$ cat src/pkg/pmu_cfg.svh
// Constants for the power state control block: offsets, fields, resets, timing.
`ifndef PMU_CFG_SVH
`define PMU_CFG_SVH
`define PMU_ADDR_CONTROL 12'h000
`define PMU_ADDR_CORE_VOLT 12'h004
`define PMU_ADDR_RETENTION 12'h008
`define PMU_ADDR_MODE_FORCE 12'h00C
`define PMU_ADDR_STATUS 12'h010
`define PMU_ADDR_SENSE 12'h014
`define PMU_CORE_VOLT_RESET 7'h7F
`define PMU_RETENTION_RESET 7'h00
`define PMU_FORCE_PWM_BIT 0
`define PMU_FORCE_PFM_BIT 1
`define PMU_LIGHT_LOAD_CYCLES 6'h20
`define PMU_SYS_CLK_HZ 40000000
`define PMU_PWM_FREQ_HZ 1000000
`define PMU_PWM_PERIOD_CYCLES (`PMU_SYS_CLK_HZ / `PMU_PWM_FREQ_HZ)
`define PMU_PWM_HIGH_CYCLES 6'h14
`define PMU_PFM_LIMIT_MA 100
`define PMU_NORMAL_LIMIT_MA 400
`define PMU_POWERUP_CYCLES 8'h40
`define PMU_CMD_CORE_ADJ 4'h1
`define PMU_CMD_RESET 4'h2
`define PMU_CMD_SLEEP 4'h3
`define PMU_CMD_SHUTDOWN 4'h4
`define PMU_CMD_WAKEUP 4'h5
`define PMU_CMD_REG_READ 4'h6
`define PMU_CMD_REG_WRITE 4'h7
`define PMU_CMD_AUTH 4'h8
`define PMU_CMD_SYNC 4'h9
`define PMU_AUTH_CODE 8'h5A
`endif

$ cat src/pkg/pmu_pkg.sv
// Types shared by the power state control block.
package pmu_pkg;
	typedef enum logic [1:0] {
		PMU_STARTUP,
		PMU_ACTIVE,
		PMU_SLEEP,
		PMU_SHUTDOWN
	} pmu_state_t;
	typedef struct packed {
		logic core_en;
		logic retention_en;
		logic pll_regulator;
		logic io_regulator;
	} pmu_reg_en_t;
	typedef struct packed {
		logic valid;
		logic [3:0] opcode;
		logic [7:0] payload;
	} pmu_cmd_t;
endpackage : pmu_pkg

$ cat src/rtl/pmu_ctrl.sv
// Power state machine, link command decoder, converter mode and APB registers.
`timescale 1ns/1ps
`include "pmu_cfg.svh"
module pmu_ctrl (
	input wire logic clk_sys,
	input wire logic arst_n,
	input wire logic enable_pin,
	input wire logic global_reset_n,
	input wire logic link_clk,
	input wire logic link_data_in,
	output logic link_data_out,
	output logic link_data_oe,
	input wire logic valley_below_zero,
	input wire logic peak_below_mode,
	input wire logic out_below_pfm_high,
	input wire logic peak_above_limit,
	input wire logic psel,
	input wire logic penable,
	input wire logic pwrite,
	input wire logic [11:0] paddr,
	input wire logic [31:0] pwdata,
	output logic [31:0] prdata,
	output logic pready,
	output logic pslverr,
	output logic power_good_out,
	output pmu_pkg::pmu_reg_en_t reg_enable,
	output logic [6:0] core_volt_code,
	output logic [6:0] retention_supply_out,
	output logic high_side_on,
	output logic low_side_on,
	output logic pulse_frequency_mode,
	output logic [8:0] current_limit_ma
);
	logic [1:0] en_sync;
	logic [1:0] rst_sync;
	logic [1:0] lclk_sync;
	logic [1:0] ldat_sync;
	logic lclk_prev;
	pmu_pkg::pmu_state_t state;
	pmu_pkg::pmu_state_t next_state;
	logic [7:0] pu_count;
	logic link_off;
	logic [12:0] shift;
	logic [3:0] bit_count;
	pmu_pkg::pmu_cmd_t cmd;
	logic authenticated;
	logic [6:0] core_prog;
	logic [6:0] retention_prog;
	logic [1:0] mode_force;
	logic [5:0] light_count;
	logic [5:0] pwm_count;
	logic [7:0] reply;
	logic [3:0] reply_count;
	logic pins_ok;
	logic lclk_rise;
	logic cmd_sleep;
	logic cmd_shutdown;
	logic cmd_wakeup;
	logic light_load;
	logic in_pulse_mode;
	logic bus_write;
	logic bus_read;

	function automatic logic is_cmd(input pmu_pkg::pmu_cmd_t c,
		input logic [3:0] op);
		is_cmd = c.valid && c.opcode == op;
	endfunction : is_cmd

	// Enable, reset and link inputs pass two flops before anything reads them; the comparator inputs are read directly.
	always_ff @(posedge clk_sys or negedge arst_n) begin
		if (!arst_n) begin
			en_sync <= 2'h0;
			rst_sync <= 2'h0;
			lclk_sync <= 2'h0;
			ldat_sync <= 2'h0;
			lclk_prev <= 1'b0;
		end else begin
			en_sync <= {en_sync[0], enable_pin};
			rst_sync <= {rst_sync[0], global_reset_n};
			lclk_sync <= {lclk_sync[0], link_clk};
			ldat_sync <= {ldat_sync[0], link_data_in};
			lclk_prev <= lclk_sync[1];
		end
	end

	assign pins_ok = en_sync[1] && rst_sync[1];
	assign lclk_rise = lclk_sync[1] && !lclk_prev;
	assign cmd_sleep = is_cmd(cmd, `PMU_CMD_SLEEP);
	assign cmd_shutdown = is_cmd(cmd, `PMU_CMD_SHUTDOWN);
	assign cmd_wakeup = is_cmd(cmd, `PMU_CMD_WAKEUP);

	always_comb begin
		next_state = state;
		case (state)
			pmu_pkg::PMU_STARTUP: begin
				if (pins_ok && pu_count == `PMU_POWERUP_CYCLES) begin
					next_state = pmu_pkg::PMU_ACTIVE;
				end
			end
			pmu_pkg::PMU_ACTIVE: begin
				if (!pins_ok || cmd_shutdown) begin
					next_state = pmu_pkg::PMU_SHUTDOWN;
				end else if (cmd_sleep) begin
					next_state = pmu_pkg::PMU_SLEEP;
				end
			end
			pmu_pkg::PMU_SLEEP: begin
				if (!pins_ok || cmd_shutdown) begin
					next_state = pmu_pkg::PMU_SHUTDOWN;
				end else if (cmd_wakeup) begin
					next_state = pmu_pkg::PMU_ACTIVE;
				end
			end
			pmu_pkg::PMU_SHUTDOWN: begin
				if (!pins_ok) begin
					next_state = pmu_pkg::PMU_STARTUP;
				end
			end
			default: next_state = pmu_pkg::PMU_STARTUP;
		endcase
	end

	always_ff @(posedge clk_sys or negedge arst_n) begin
		if (!arst_n) begin
			state <= pmu_pkg::PMU_STARTUP;
		end else begin
			state <= next_state;
		end
	end

	// Power-up sequence counter runs only while enabled in start-up.
	always_ff @(posedge clk_sys or negedge arst_n) begin
		if (!arst_n) begin
			pu_count <= 8'h00;
		end else if (state != pmu_pkg::PMU_STARTUP || !pins_ok) begin
			pu_count <= 8'h00;
		end else if (pu_count != `PMU_POWERUP_CYCLES) begin
			pu_count <= pu_count + 8'h01;
		end
	end

	// The link stays dead after a shutdown command until a pin drops and start-up then sees both pins high.
	always_ff @(posedge clk_sys or negedge arst_n) begin
		if (!arst_n) begin
			link_off <= 1'b1;
		end else if (!pins_ok) begin
			link_off <= 1'b1;
		end else if (state == pmu_pkg::PMU_STARTUP) begin
			link_off <= 1'b0;
		end else if (cmd_shutdown) begin
			link_off <= 1'b1;
		end
	end

	// Frames are 13 bits MSB first: a start bit, then opcode, then payload.
	always_ff @(posedge clk_sys or negedge arst_n) begin
		if (!arst_n) begin
			shift <= 13'h0000;
			bit_count <= 4'h0;
			cmd <= '0;
		end else begin
			cmd.valid <= 1'b0;
			if (link_off) begin
				bit_count <= 4'h0;
			end else if (lclk_rise && reply_count == 4'h0 &&
				!link_data_oe) begin
				// Rises that clock a reply out belong to no command frame.
				if (bit_count == 4'hC) begin
					bit_count <= 4'h0;
					cmd.valid <= 1'b1;
					// The last payload bit is still at the input, not in shift.
					cmd.opcode <= shift[10:7];
					cmd.payload <= {shift[6:0], ldat_sync[1]};
				end else begin
					bit_count <= bit_count + 4'h1;
				end
				shift <= {shift[11:0], ldat_sync[1]};
			end
		end
	end

	// Register read answers are shifted out on following link clocks.
	always_ff @(posedge clk_sys or negedge arst_n) begin
		if (!arst_n) begin
			reply <= 8'h00;
			reply_count <= 4'h0;
			link_data_out <= 1'b0;
			link_data_oe <= 1'b0;
		end else if (link_off) begin
			reply_count <= 4'h0;
			link_data_oe <= 1'b0;
			link_data_out <= 1'b0;
		end else if (is_cmd(cmd, `PMU_CMD_REG_READ)) begin
			reply_count <= 4'h8;
			reply <= cmd.payload[0] ? {1'b0, retention_prog} :
				{1'b0, core_prog};
		end else if (lclk_rise && reply_count != 4'h0) begin
			link_data_oe <= 1'b1;
			link_data_out <= reply[7];
			reply <= {reply[6:0], 1'b0};
			reply_count <= reply_count - 4'h1;
		end else if (lclk_rise) begin
			link_data_oe <= 1'b0;
			link_data_out <= 1'b0;
		end
	end

	always_ff @(posedge clk_sys or negedge arst_n) begin
		if (!arst_n) begin
			authenticated <= 1'b0;
		end else if (is_cmd(cmd, `PMU_CMD_AUTH)) begin
			authenticated <= cmd.payload == `PMU_AUTH_CODE;
		end else if (is_cmd(cmd, `PMU_CMD_SYNC) || link_off) begin
			authenticated <= 1'b0;
		end
	end

	assign bus_write = psel && penable && pwrite;
	assign bus_read = psel && penable && !pwrite;

	// Programmed settings; start-up restores the defaults.
	always_ff @(posedge clk_sys or negedge arst_n) begin
		if (!arst_n) begin
			core_prog <= `PMU_CORE_VOLT_RESET;
			retention_prog <= `PMU_RETENTION_RESET;
			mode_force <= 2'h0;
		end else if (state == pmu_pkg::PMU_STARTUP) begin
			core_prog <= `PMU_CORE_VOLT_RESET;
			retention_prog <= `PMU_RETENTION_RESET;
			mode_force <= 2'h0;
		end else if (is_cmd(cmd, `PMU_CMD_CORE_ADJ)) begin
			core_prog <= cmd.payload[6:0];
		end else if (is_cmd(cmd, `PMU_CMD_RESET)) begin
			core_prog <= `PMU_CORE_VOLT_RESET;
			retention_prog <= `PMU_RETENTION_RESET;
			mode_force <= 2'h0;
		end else if (is_cmd(cmd, `PMU_CMD_REG_WRITE) && authenticated) begin
			if (cmd.payload[7]) begin
				retention_prog <= cmd.payload[6:0];
			end else begin
				mode_force <= cmd.payload[1:0];
			end
		end else if (bus_write) begin
			case (paddr)
				`PMU_ADDR_CORE_VOLT: core_prog <= pwdata[6:0];
				`PMU_ADDR_RETENTION: retention_prog <= pwdata[6:0];
				`PMU_ADDR_MODE_FORCE: mode_force <= pwdata[1:0];
				default: core_prog <= core_prog;
			endcase
		end
	end

	// Light-load persistence counter for automatic mode.
	assign light_load = valley_below_zero || peak_below_mode;
	always_ff @(posedge clk_sys or negedge arst_n) begin
		if (!arst_n) begin
			light_count <= 6'h00;
		end else if (!light_load) begin
			light_count <= 6'h00;
		end else if (light_count != `PMU_LIGHT_LOAD_CYCLES) begin
			light_count <= light_count + 6'h01;
		end
	end

	always_comb begin
		case (mode_force)
			2'b10: in_pulse_mode = 1'b1;
			2'b01: in_pulse_mode = 1'b0;
			default: in_pulse_mode =
				light_count == `PMU_LIGHT_LOAD_CYCLES;
		endcase
	end

	// PWM period counter: first part high-side, rest low-side.
	always_ff @(posedge clk_sys or negedge arst_n) begin
		if (!arst_n) begin
			pwm_count <= 6'h00;
		end else if (state != pmu_pkg::PMU_ACTIVE || in_pulse_mode) begin
			// Restarting here makes every PWM run open with a high phase.
			pwm_count <= 6'h00;
		end else if (pwm_count == 6'(`PMU_PWM_PERIOD_CYCLES - 1)) begin
			pwm_count <= 6'h00;
		end else begin
			pwm_count <= pwm_count + 6'h01;
		end
	end

	always_ff @(posedge clk_sys or negedge arst_n) begin
		if (!arst_n) begin
			high_side_on <= 1'b0;
			low_side_on <= 1'b0;
			pulse_frequency_mode <= 1'b0;
			current_limit_ma <= 9'h000;
		end else begin
			pulse_frequency_mode <= in_pulse_mode;
			current_limit_ma <= (mode_force == 2'b10) ?
				9'(`PMU_PFM_LIMIT_MA) :
				9'(`PMU_NORMAL_LIMIT_MA);
			if (state != pmu_pkg::PMU_ACTIVE) begin
				high_side_on <= 1'b0;
				low_side_on <= 1'b0;
			end else if (in_pulse_mode) begin
				high_side_on <= out_below_pfm_high &&
					!peak_above_limit;
				low_side_on <= 1'b0;
			end else begin
				high_side_on <= pwm_count < `PMU_PWM_HIGH_CYCLES;
				low_side_on <= pwm_count >= `PMU_PWM_HIGH_CYCLES;
			end
		end
	end

	// Regulator enables and output codes per operating state.
	always_ff @(posedge clk_sys or negedge arst_n) begin
		if (!arst_n) begin
			power_good_out <= 1'b0;
			reg_enable <= '0;
			core_volt_code <= 7'h00;
			retention_supply_out <= 7'h00;
		end else begin
			case (next_state)
				pmu_pkg::PMU_ACTIVE: begin
					power_good_out <= 1'b1;
					reg_enable <= 4'hF;
					core_volt_code <= core_prog;
					retention_supply_out <= core_prog;
				end
				pmu_pkg::PMU_SLEEP: begin
					power_good_out <= 1'b1;
					reg_enable <= 4'h7;
					core_volt_code <= 7'h00;
					retention_supply_out <= retention_prog;
				end
				default: begin
					power_good_out <= 1'b0;
					reg_enable <= 4'h0;
					core_volt_code <= 7'h00;
					retention_supply_out <= 7'h00;
				end
			endcase
		end
	end

	// APB slave: one wait-free access phase, unmapped reads give zero.
	always_ff @(posedge clk_sys or negedge arst_n) begin
		if (!arst_n) begin
			prdata <= 32'h00000000;
			pready <= 1'b0;
			pslverr <= 1'b0;
		end else begin
			pready <= psel && !penable;
			pslverr <= 1'b0;
			if (psel && !penable) begin
				case (paddr)
					`PMU_ADDR_CONTROL: prdata <= {31'h0, link_off};
					`PMU_ADDR_CORE_VOLT: prdata <= {25'h0, core_prog};
					`PMU_ADDR_RETENTION: prdata <= {25'h0, retention_prog};
					`PMU_ADDR_MODE_FORCE: prdata <= {30'h0, mode_force};
					`PMU_ADDR_STATUS: prdata <= {27'h0, in_pulse_mode,
						authenticated, pins_ok, state};
					`PMU_ADDR_SENSE: prdata <= {26'h0, light_count};
					default: begin
						prdata <= 32'h00000000;
						pslverr <= pwrite;
					end
				endcase
			end
		end
	end
endmodule : pmu_ctrl

$ cat config.mk
export PLATFORM = sky130hd
export DESIGN_NAME = pmu_ctrl
export DESIGN_NICKNAME = d
export VERILOG_FILES = /design/src/pkg/pmu_pkg.sv /design/src/rtl/pmu_ctrl.sv
export VERILOG_INCLUDE_DIRS = /design/src /design/src/pkg
export SDC_FILE = /design/constraint.sdc
export NUM_CORES = 1
export LEC_CHECK = 0
export BUFFER_PORTS_ARGS = -buffer_cell sky130_fd_sc_hd__buf_2
export CAP_MARGIN = 40
export CELL_PAD_IN_SITES_DETAIL_PLACEMENT = 1
export CELL_PAD_IN_SITES_GLOBAL_PLACEMENT = 1
export CORE_MARGIN = 2
export CORE_UTILIZATION = 38
export CTS_BUF_LIST = sky130_fd_sc_hd__clkbuf_8 sky130_fd_sc_hd__clkbuf_16
export CTS_CLUSTER_SIZE = 25
export DETAILED_ROUTE_END_ITERATION = 10
export PLACE_DENSITY_LB_ADDON = 0.1
export SYNTH_ARGS = -nofsm -noshare
export SYNTH_HDL_FRONTEND = slang
export SYNTH_SLANG_ARGS = --single-unit
$ cat constraint.sdc
create_clock -name clk_sys -period 2.4 [get_ports clk_sys]
set_clock_uncertainty 0.05 [all_clocks]
set_input_delay 0.48 -clock clk_sys [delete_from_list [all_inputs] [get_ports clk_sys]]
set_output_delay 0.48 -clock clk_sys [all_outputs]
set_load 0.005 [all_outputs]
==> flow_summary.ini, run 1 <==
[clock_tree]
clkLatencyLatePin_ns = 0.42
cts-hold-fix-buffers = 0
clock_tree_from_tritoncts = built
cts_htree_levels = 4
cts_num_sinks = 121
cts_buffers = 17
worst_setup_hold_path_clk_slew_ns = 0.06
cts_max_path_bufs = 2
cts_root_buf = sky130_fd_sc_hd__clkbuf_16

[yosys]
number_of_warnings_printed_during_yosys_synthesis = 0
synthesis.area_per_instance_um2 = 10.6
yosys_most_used_dff = sky130_fd_sc_hd__dfrtp_1
async_flop_share_pct = 100
synth_edf_count = 0
post_synth_instance_area_um2 = 5880
netlist-cell-type-count = 58
yosysSeqAreaShare_pct = 51.6
synth.ff_latch_count = 121
postSynthCellCount = 554

[placed_design]
worst_slack_placed_ns = -0.117
dp_hpwl_mm = 10.7
gp_congestion = 0.817
place.port_buffers = 70

[route]
ant_nets = 0
post-route-drc-count = 0
drt-total-wl_mm = 14.6
wl_per_cell_um = 17.3
detail_route.vias_per_cell = 5.13
via_count = 4342
first_iter_violations = 226
drt-pass1-iter-count = 4

[sta]
max_freq_ghz = 0.427
timing_hold_violations_final = 0
setup_violations = 0
timing.slew.headroom_pct = 62.3
timing_worst_slew_pin_value_ns = 0.565
timing.hold.ws_ns = 0.00535
period_share_pct = 97.5
worst_slack_ns = 0.0596
timing.final.max_slew_violations = 0
post-route-min-period_ns = 2.34

[critical_path]
worstPathRequired_ns = 2.65
crit_path_end_kind = register
startpoint_to_endpoint_class_of_the_critical_path = register to register
startpoint_type = register
largest_driver_fanout_on_the_critical_path = 11
arrival_ns = 2.59

[min_path]
hp_class = primary input to asynchronous set/reset pin

[global_route]
grt_overflow_total = 0
first_global_vias = 4496
grt_start_max_net_pins = 62
wire_length_of_the_first_global_routing_pass_mm = 23.4
antenna_found_initial = 0
grt_usage_pct = 18.6

[layout]
area.growth.synth_to_final_pct = 21.1
nNetsFinal = 717
most_used_cells_in_the_layout_excluding_fill_and_tap_cells = sky130_fd_sc_hd__dfrtp_1 (113), sky130_fd_sc_hd__buf_2 (69), sky130_fd_sc_hd__nor2_1 (52), sky130_fd_sc_hd__nand2_1 (46), sky130_fd_sc_hd__a21oi_1 (30)
final_common_cell = sky130_fd_sc_hd__dfrtp_1
ant_diodes = 0
layout-drive-gt1-share_pct = 28.0

[floorplan]
die_h_um = 128
num_io_pins = 124
core_area_um2 = 15100
rows = 45
initial_cell_density_of_the_core_pct = 38.8
die_area_um2 = 16500
die_width_um = 128

[pwr]
cellPowerDensity_nw_per_um2 = 715
vdd.ir_drop.worst_v = 0.000461
leakagePower_nw = 3.46

[run_status]
status = complete, no violations

[flow_run]
cap_viol_max_count = 0
-- state kept, by name, summed over array words and instances, names as in the netlist, 6 cells and up --
name,count
pwm_count,6
pu_count,8
core_volt_code,7
retention_prog,7
retention_supply_out,7
reply,8
prdata,7
cmd,13
shift,11
light_count,6
core_prog,7
-- cell type report --
| class | instances | area, um^2 |
|---|---|---|
| Inverter | 23 | 86.3 |
| Sequential cell | 121 | 3040 |
| Tap cell | 188 | 235 |
| Fill cell | 1689 | 8020 |
| Clock buffer | 21 | 480 |
| Timing Repair Buffer | 101 | 618 |
| Clock inverter | 10 | 125 |
| Multi-Input combinational cell | 382 | 2540 |
-- Yosys cell counts, types with 3 or more instances --
library cell | count | share of area (%)
sky130_fd_sc_hd__and3_1 | 7 | 0.74
sky130_fd_sc_hd__nor3_1 | 11 | 0.94
sky130_fd_sc_hd__dfstp_2 | 8 | 3.6
sky130_fd_sc_hd__xor2_1 | 9 | 1.3
sky130_fd_sc_hd__or3b_2 | 4 | 0.60
sky130_fd_sc_hd__nor4_1 | 3 | 0.32
sky130_fd_sc_hd__nand2b_1 | 3 | 0.32
sky130_fd_sc_hd__xnor2_1 | 8 | 1.2
sky130_fd_sc_hd__o2bb2ai_1 | 8 | 1.2
sky130_fd_sc_hd__buf_2 | 3 | 0.26
sky130_fd_sc_hd__mux2i_1 | 25 | 4.3
sky130_fd_sc_hd__nor2_1 | 53 | 3.4
sky130_fd_sc_hd__clkbuf_1 | 16 | 1.0
sky130_fd_sc_hd__ha_1 | 14 | 3.0
sky130_fd_sc_hd__inv_1 | 23 | 1.5
sky130_fd_sc_hd__and2_1 | 8 | 0.85
sky130_fd_sc_hd__nor3b_1 | 4 | 0.51
sky130_fd_sc_hd__nand2_1 | 47 | 3.0
sky130_fd_sc_hd__mux2_2 | 28 | 5.4
sky130_fd_sc_hd__a22o_1 | 12 | 1.8
sky130_fd_sc_hd__o221ai_1 | 3 | 0.45
sky130_fd_sc_hd__dfrtp_1 | 113 | 48
sky130_fd_sc_hd__nand3b_1 | 3 | 0.38
sky130_fd_sc_hd__o21ai_0 | 10 | 0.85
sky130_fd_sc_hd__nor2b_1 | 5 | 0.53
sky130_fd_sc_hd__or4_1 | 3 | 0.38
sky130_fd_sc_hd__a21oi_1 | 30 | 2.6
sky130_fd_sc_hd__buf_4 | 35 | 4.5
sky130_fd_sc_hd__nand3_1 | 18 | 1.5
sky130_fd_sc_hd__or3_1 | 4 | 0.43
-- critical path, cell delays in order, from the launching register on --
cell and delay [ns]:
sky130_fd_sc_hd__dfrtp_1 0.40, sky130_fd_sc_hd__inv_1 0.11, sky130_fd_sc_hd__ha_2 0.19, sky130_fd_sc_hd__or3b_4 0.41
sky130_fd_sc_hd__or3_1 0.39, sky130_fd_sc_hd__nor2_1 0.13, sky130_fd_sc_hd__buf_6 0.17, sky130_fd_sc_hd__mux2_2 0.35
-- stage by stage --
stage               cells  util [%]  power [mW]  setup TNS [ns]  cell area, um^2
detailed placement    813      42.7        2.51           -1.10             6470
CTS                   844      46.8        5.14               0             7090
finish                846      47.0        5.09               0             7120
global placement      813      42.7        2.49          -0.614             6470
global route          846      47.0        5.30          -0.279             7120
floorplan             581         -        2.39               0             5990
-- power by group --
part | internal, mW | switching [mW] | leakage, nW | total [mW]
registers | 2.11 | 0.0735 | 1.62 | 2.19
logic | 0.124 | 0.160 | 1.52 | 0.284
clock network | 1.72 | 0.900 | 0.313 | 2.62
-- metal layers --
metal	vias up	global-route usage, %	wire (um)
li1	2046	-	-
met1	2160	24.6	6800
met2	120	29.6	6850
met3	16	4.66	780
met4	0	6.92	210
met5	-	0	0
-- worst paths after layout --
path / start / end / slack, ns / cells past startpoint
min in group clk_sys: link_data_in / ldat_sync[0] / 0.12 / 1
max: reply_count[1] / shift[9] / 0.06 / 7
min reg2reg: lclk_sync[0] / lclk_sync[1] / 0.30 / 0
max reg2reg: reply_count[1] / shift[9] / 0.06 / 7
max in group asynchronous: arst_n / core_prog[5] / 1.95 / 2
min: arst_n / current_limit_ma[7] / 0.005 / 2
-- cells by family after synthesis --
group	Yosys count	synth area share, %
AO/OA/AOI/OAI	86	10.0
XOR/XNOR	17	2.53
adder cells (fa/ha/maj)	14	2.98
buffers and inverters	78	7.40
flip-flops	121	51.6
multiplexers	53	9.61
other	1	0.0637
AND/OR/NAND/NOR	184	15.8
-- timing repair --
action,in CTS,in global routing
endpoints found under the setup margin,12,30
pin swaps,0,1
setup buffers,0,2
gates resized for setup,3,7
Note: power is estimated with default switching activity, not from simulation.
==> run 2: changes to the inputs <==
--- a/config.mk
+++ b/config.mk
@@ -10,7 +10,7 @@
 export CAP_MARGIN = 40
 export CELL_PAD_IN_SITES_DETAIL_PLACEMENT = 1
 export CELL_PAD_IN_SITES_GLOBAL_PLACEMENT = 1
-export CORE_MARGIN = 2
+export CORE_MARGIN = 3
 export CORE_UTILIZATION = 38
 export CTS_BUF_LIST = sky130_fd_sc_hd__clkbuf_8 sky130_fd_sc_hd__clkbuf_16
 export CTS_CLUSTER_SIZE = 25
==> run 2 against run 1 <==
Compared with the run above:
- power down 2.8%
- sequential share of layout area about the same
- fmax is 3.2% higher
- highest routed layer unchanged
==> flow_summary.ini, run 2 (synthesis results as in run 1) <==
[pwr]
leakagePower_nw = 3.42
cellPowerDensity_nw_per_um2 = 694
p_sw_share_pct = 23.3
vdd.ir_drop.worst_v = 0.000480
power_frac_comb_pct = 5.8
seqPwrFrac_pct = 44.2
p_sw_mw = 1.15
part_of_the_total_power_dissipated_in_the_clock_network_pct = 50.0
cellInternalPower_mw = 3.79

[floorplan]
rows = 44
core_area_um2 = 14900
die_area_um2 = 17000
die_h_um = 130
num_io_pins = 124
initial_cell_density_of_the_core_pct = 39.6
die_width_um = 130

[critical_path]
largest_driver_fanout_on_the_critical_path = 11
startpoint_to_endpoint_class_of_the_critical_path = register to register
arrival_ns = 2.51
worstPathBufferInverterCount = 2
startpoint_type = register
worstPathRequired_ns = 2.65
crit_path_end_kind = register
worst_path_dominant_cell_family = simple AND/OR/NAND/NOR gates
crit_path_top_delay_cell = sky130_fd_sc_hd__or3_4
worstPathCellList = inv_1 > ha_2 > or3b_4 > or3_4 > nor2_2 > buf_6 > mux2_2
critical-path-max-stage-delay_ns = 0.42

[layout]
layout-drive-gt1-share_pct = 28.7
nNetsFinal = 717
most_used_cells_in_the_layout_excluding_fill_and_tap_cells = sky130_fd_sc_hd__dfrtp_1 (113), sky130_fd_sc_hd__buf_2 (69), sky130_fd_sc_hd__nor2_1 (50), sky130_fd_sc_hd__nand2_1 (46), sky130_fd_sc_hd__a21oi_1 (30)
final_common_cell = sky130_fd_sc_hd__dfrtp_1
design_area_um2 = 7130
ant_diodes = 0
largest_register = cmd
reg.largest.list = cmd: 13 flops, shift: 11 flops
n_fill_cell = 1661
largest_register_ffs = 13
area.growth.synth_to_final_pct = 21.1

[sta]
setup_violations = 0
max_freq_ghz = 0.441
timing.final.max_slew_violations = 0
worst_slack_ns = 0.132
timing.slew.headroom_pct = 62.3
final_sum_of_negative_setup_slack_ns = 0
post-route-min-period_ns = 2.27
rsz_0062_raised_after_global_routing = yes
period_share_pct = 94.5
timing_hold_violations_final = 0
timing_worst_slew_pin_value_ns = 0.564

[global_route]
first_global_vias = 4498
wire_length_of_the_first_global_routing_pass_mm = 23.6
grt_overflow_total = 0
grt_start_max_net_pins = 64
antenna_found_initial = 0
grt_usage_pct = 18.2

[route]
first_iter_violations = 160
wl_per_cell_um = 17.4
via_count = 4326
drt-total-wl_mm = 14.7
ant_nets = 0
drt-pass1-iter-count = 4
post-route-drc-count = 0
detail_route.vias_per_cell = 5.13

[min_path]
hp_class = primary input to register

[clock_tree]
cts_num_sinks = 121
clkLatencyLatePin_ns = 0.42
worst_setup_hold_path_clk_slew_ns = 0.06
clock_tree_from_tritoncts = built
cts_htree_levels = 4
cts_buffers = 17
cts_root_buf = sky130_fd_sc_hd__clkbuf_16
cts_max_path_bufs = 2

[placed_design]
dp_hpwl_mm = 10.8
worst_slack_placed_ns = -0.101
post_dp_cell_area_um2 = 6460
gp_congestion = 0.819
place.port_buffers = 70

[run_status]
status = complete, no violations

[flow_run]
cap_viol_max_count = 0
==> run 2: cell count changes in the layout (fill, tap and decap cells not counted), moves of 2 or more <==
cell	previous run	this run
sky130_fd_sc_hd__bufinv_16	3	1
sky130_fd_sc_hd__or3_4	0	2
sky130_fd_sc_hd__nor2_1	52	50
sky130_fd_sc_hd__clkinvlp_4	0	5
sky130_fd_sc_hd__clkinv_4	0	2
sky130_fd_sc_hd__or3_1	4	2
sky130_fd_sc_hd__clkinv_2	3	1
sky130_fd_sc_hd__nor2_2	1	3
==> run 2: cell type report <==
type                    instances  area, um^2  share of cell area [%]
repair buffers                101         621                    8.71
clock buffers                  22         494                    6.93
inverters                      23        86.3                    1.21
clock inverters                10        93.8                    1.32
well taps                     184         230                    3.23
multi-input cells             382        2560                    36.0
flip-flops and latches        121        3040                    42.6
==> run 2: what timing repair did <==
item                       in CTS  in global routing
pin swaps                       0                  2
resized for setup               1                 13
hold buffers                    1                  0
hold endpoints to repair        6                  0
setup buffers                   0                  2
setup endpoints to repair       7                 36
==> run 2: worst reg2reg max path, delay by kind of cell (launching register included) <==
kind | cells | cell delay (ns)
flops | 1 | 0.38
simple gates | 3 | 0.94
buf+inv | 2 | 0.25
mux | 1 | 0.35
fa+ha+maj | 1 | 0.18
==> run 2: worst paths after layout <==
check	start	end	slack [ns]	cells past startpoint
max	reply_count[0]	shift[6]	0.13	7
min	link_data_in	ldat_sync[0]	0.11	1
max reg2reg	reply_count[0]	shift[6]	0.13	7
min reg2reg	ldat_sync[0]	ldat_sync[1]	0.30	0
max in group asynchronous	arst_n	core_prog[6]	1.32	3
min in group asynchronous	arst_n	prdata[4]	0.38	2
==> run 2: metal layers <==
metal	up-vias	part of all wire, %	wire length [um]	track usage [%]
met4	0	1.7	248	6.59
met3	14	4.5	662	4.47
met5	-	0	0	0
met2	98	47	6850	28.9
li1	2047	-	-	-
met1	2167	47	6920	24.2
==> run 2: power groups by stage <==
stage | logic [mW] | clock network, mW | registers [mW]
6_report | 0.285 | 2.48 | 2.19
5_1_grt | 0.328 | 2.66 | 2.20
4_1_cts | 0.286 | 2.54 | 2.19
3_5_place_dp | 0.284 | 0 | 2.22
3_3_place_gp | 0.271 | 0 | 2.22
2_1_floorplan | 0.197 | 0 | 2.19
==> run 2: through the flow <==
stage / utilization (%) / hold WS, ns / total power, mW / instances
global route: 47.9 / 0.0909 / 5.19 / 843
global placement: 43.5 / 0.263 / 2.49 / 808
detailed placement: 43.5 / 0.266 / 2.51 / 808
floorplan: - / 0.134 / 2.39 / 581
finish: 47.9 / 0.114 / 4.95 / 843
CTS: 47.5 / 0.0963 / 5.01 / 841
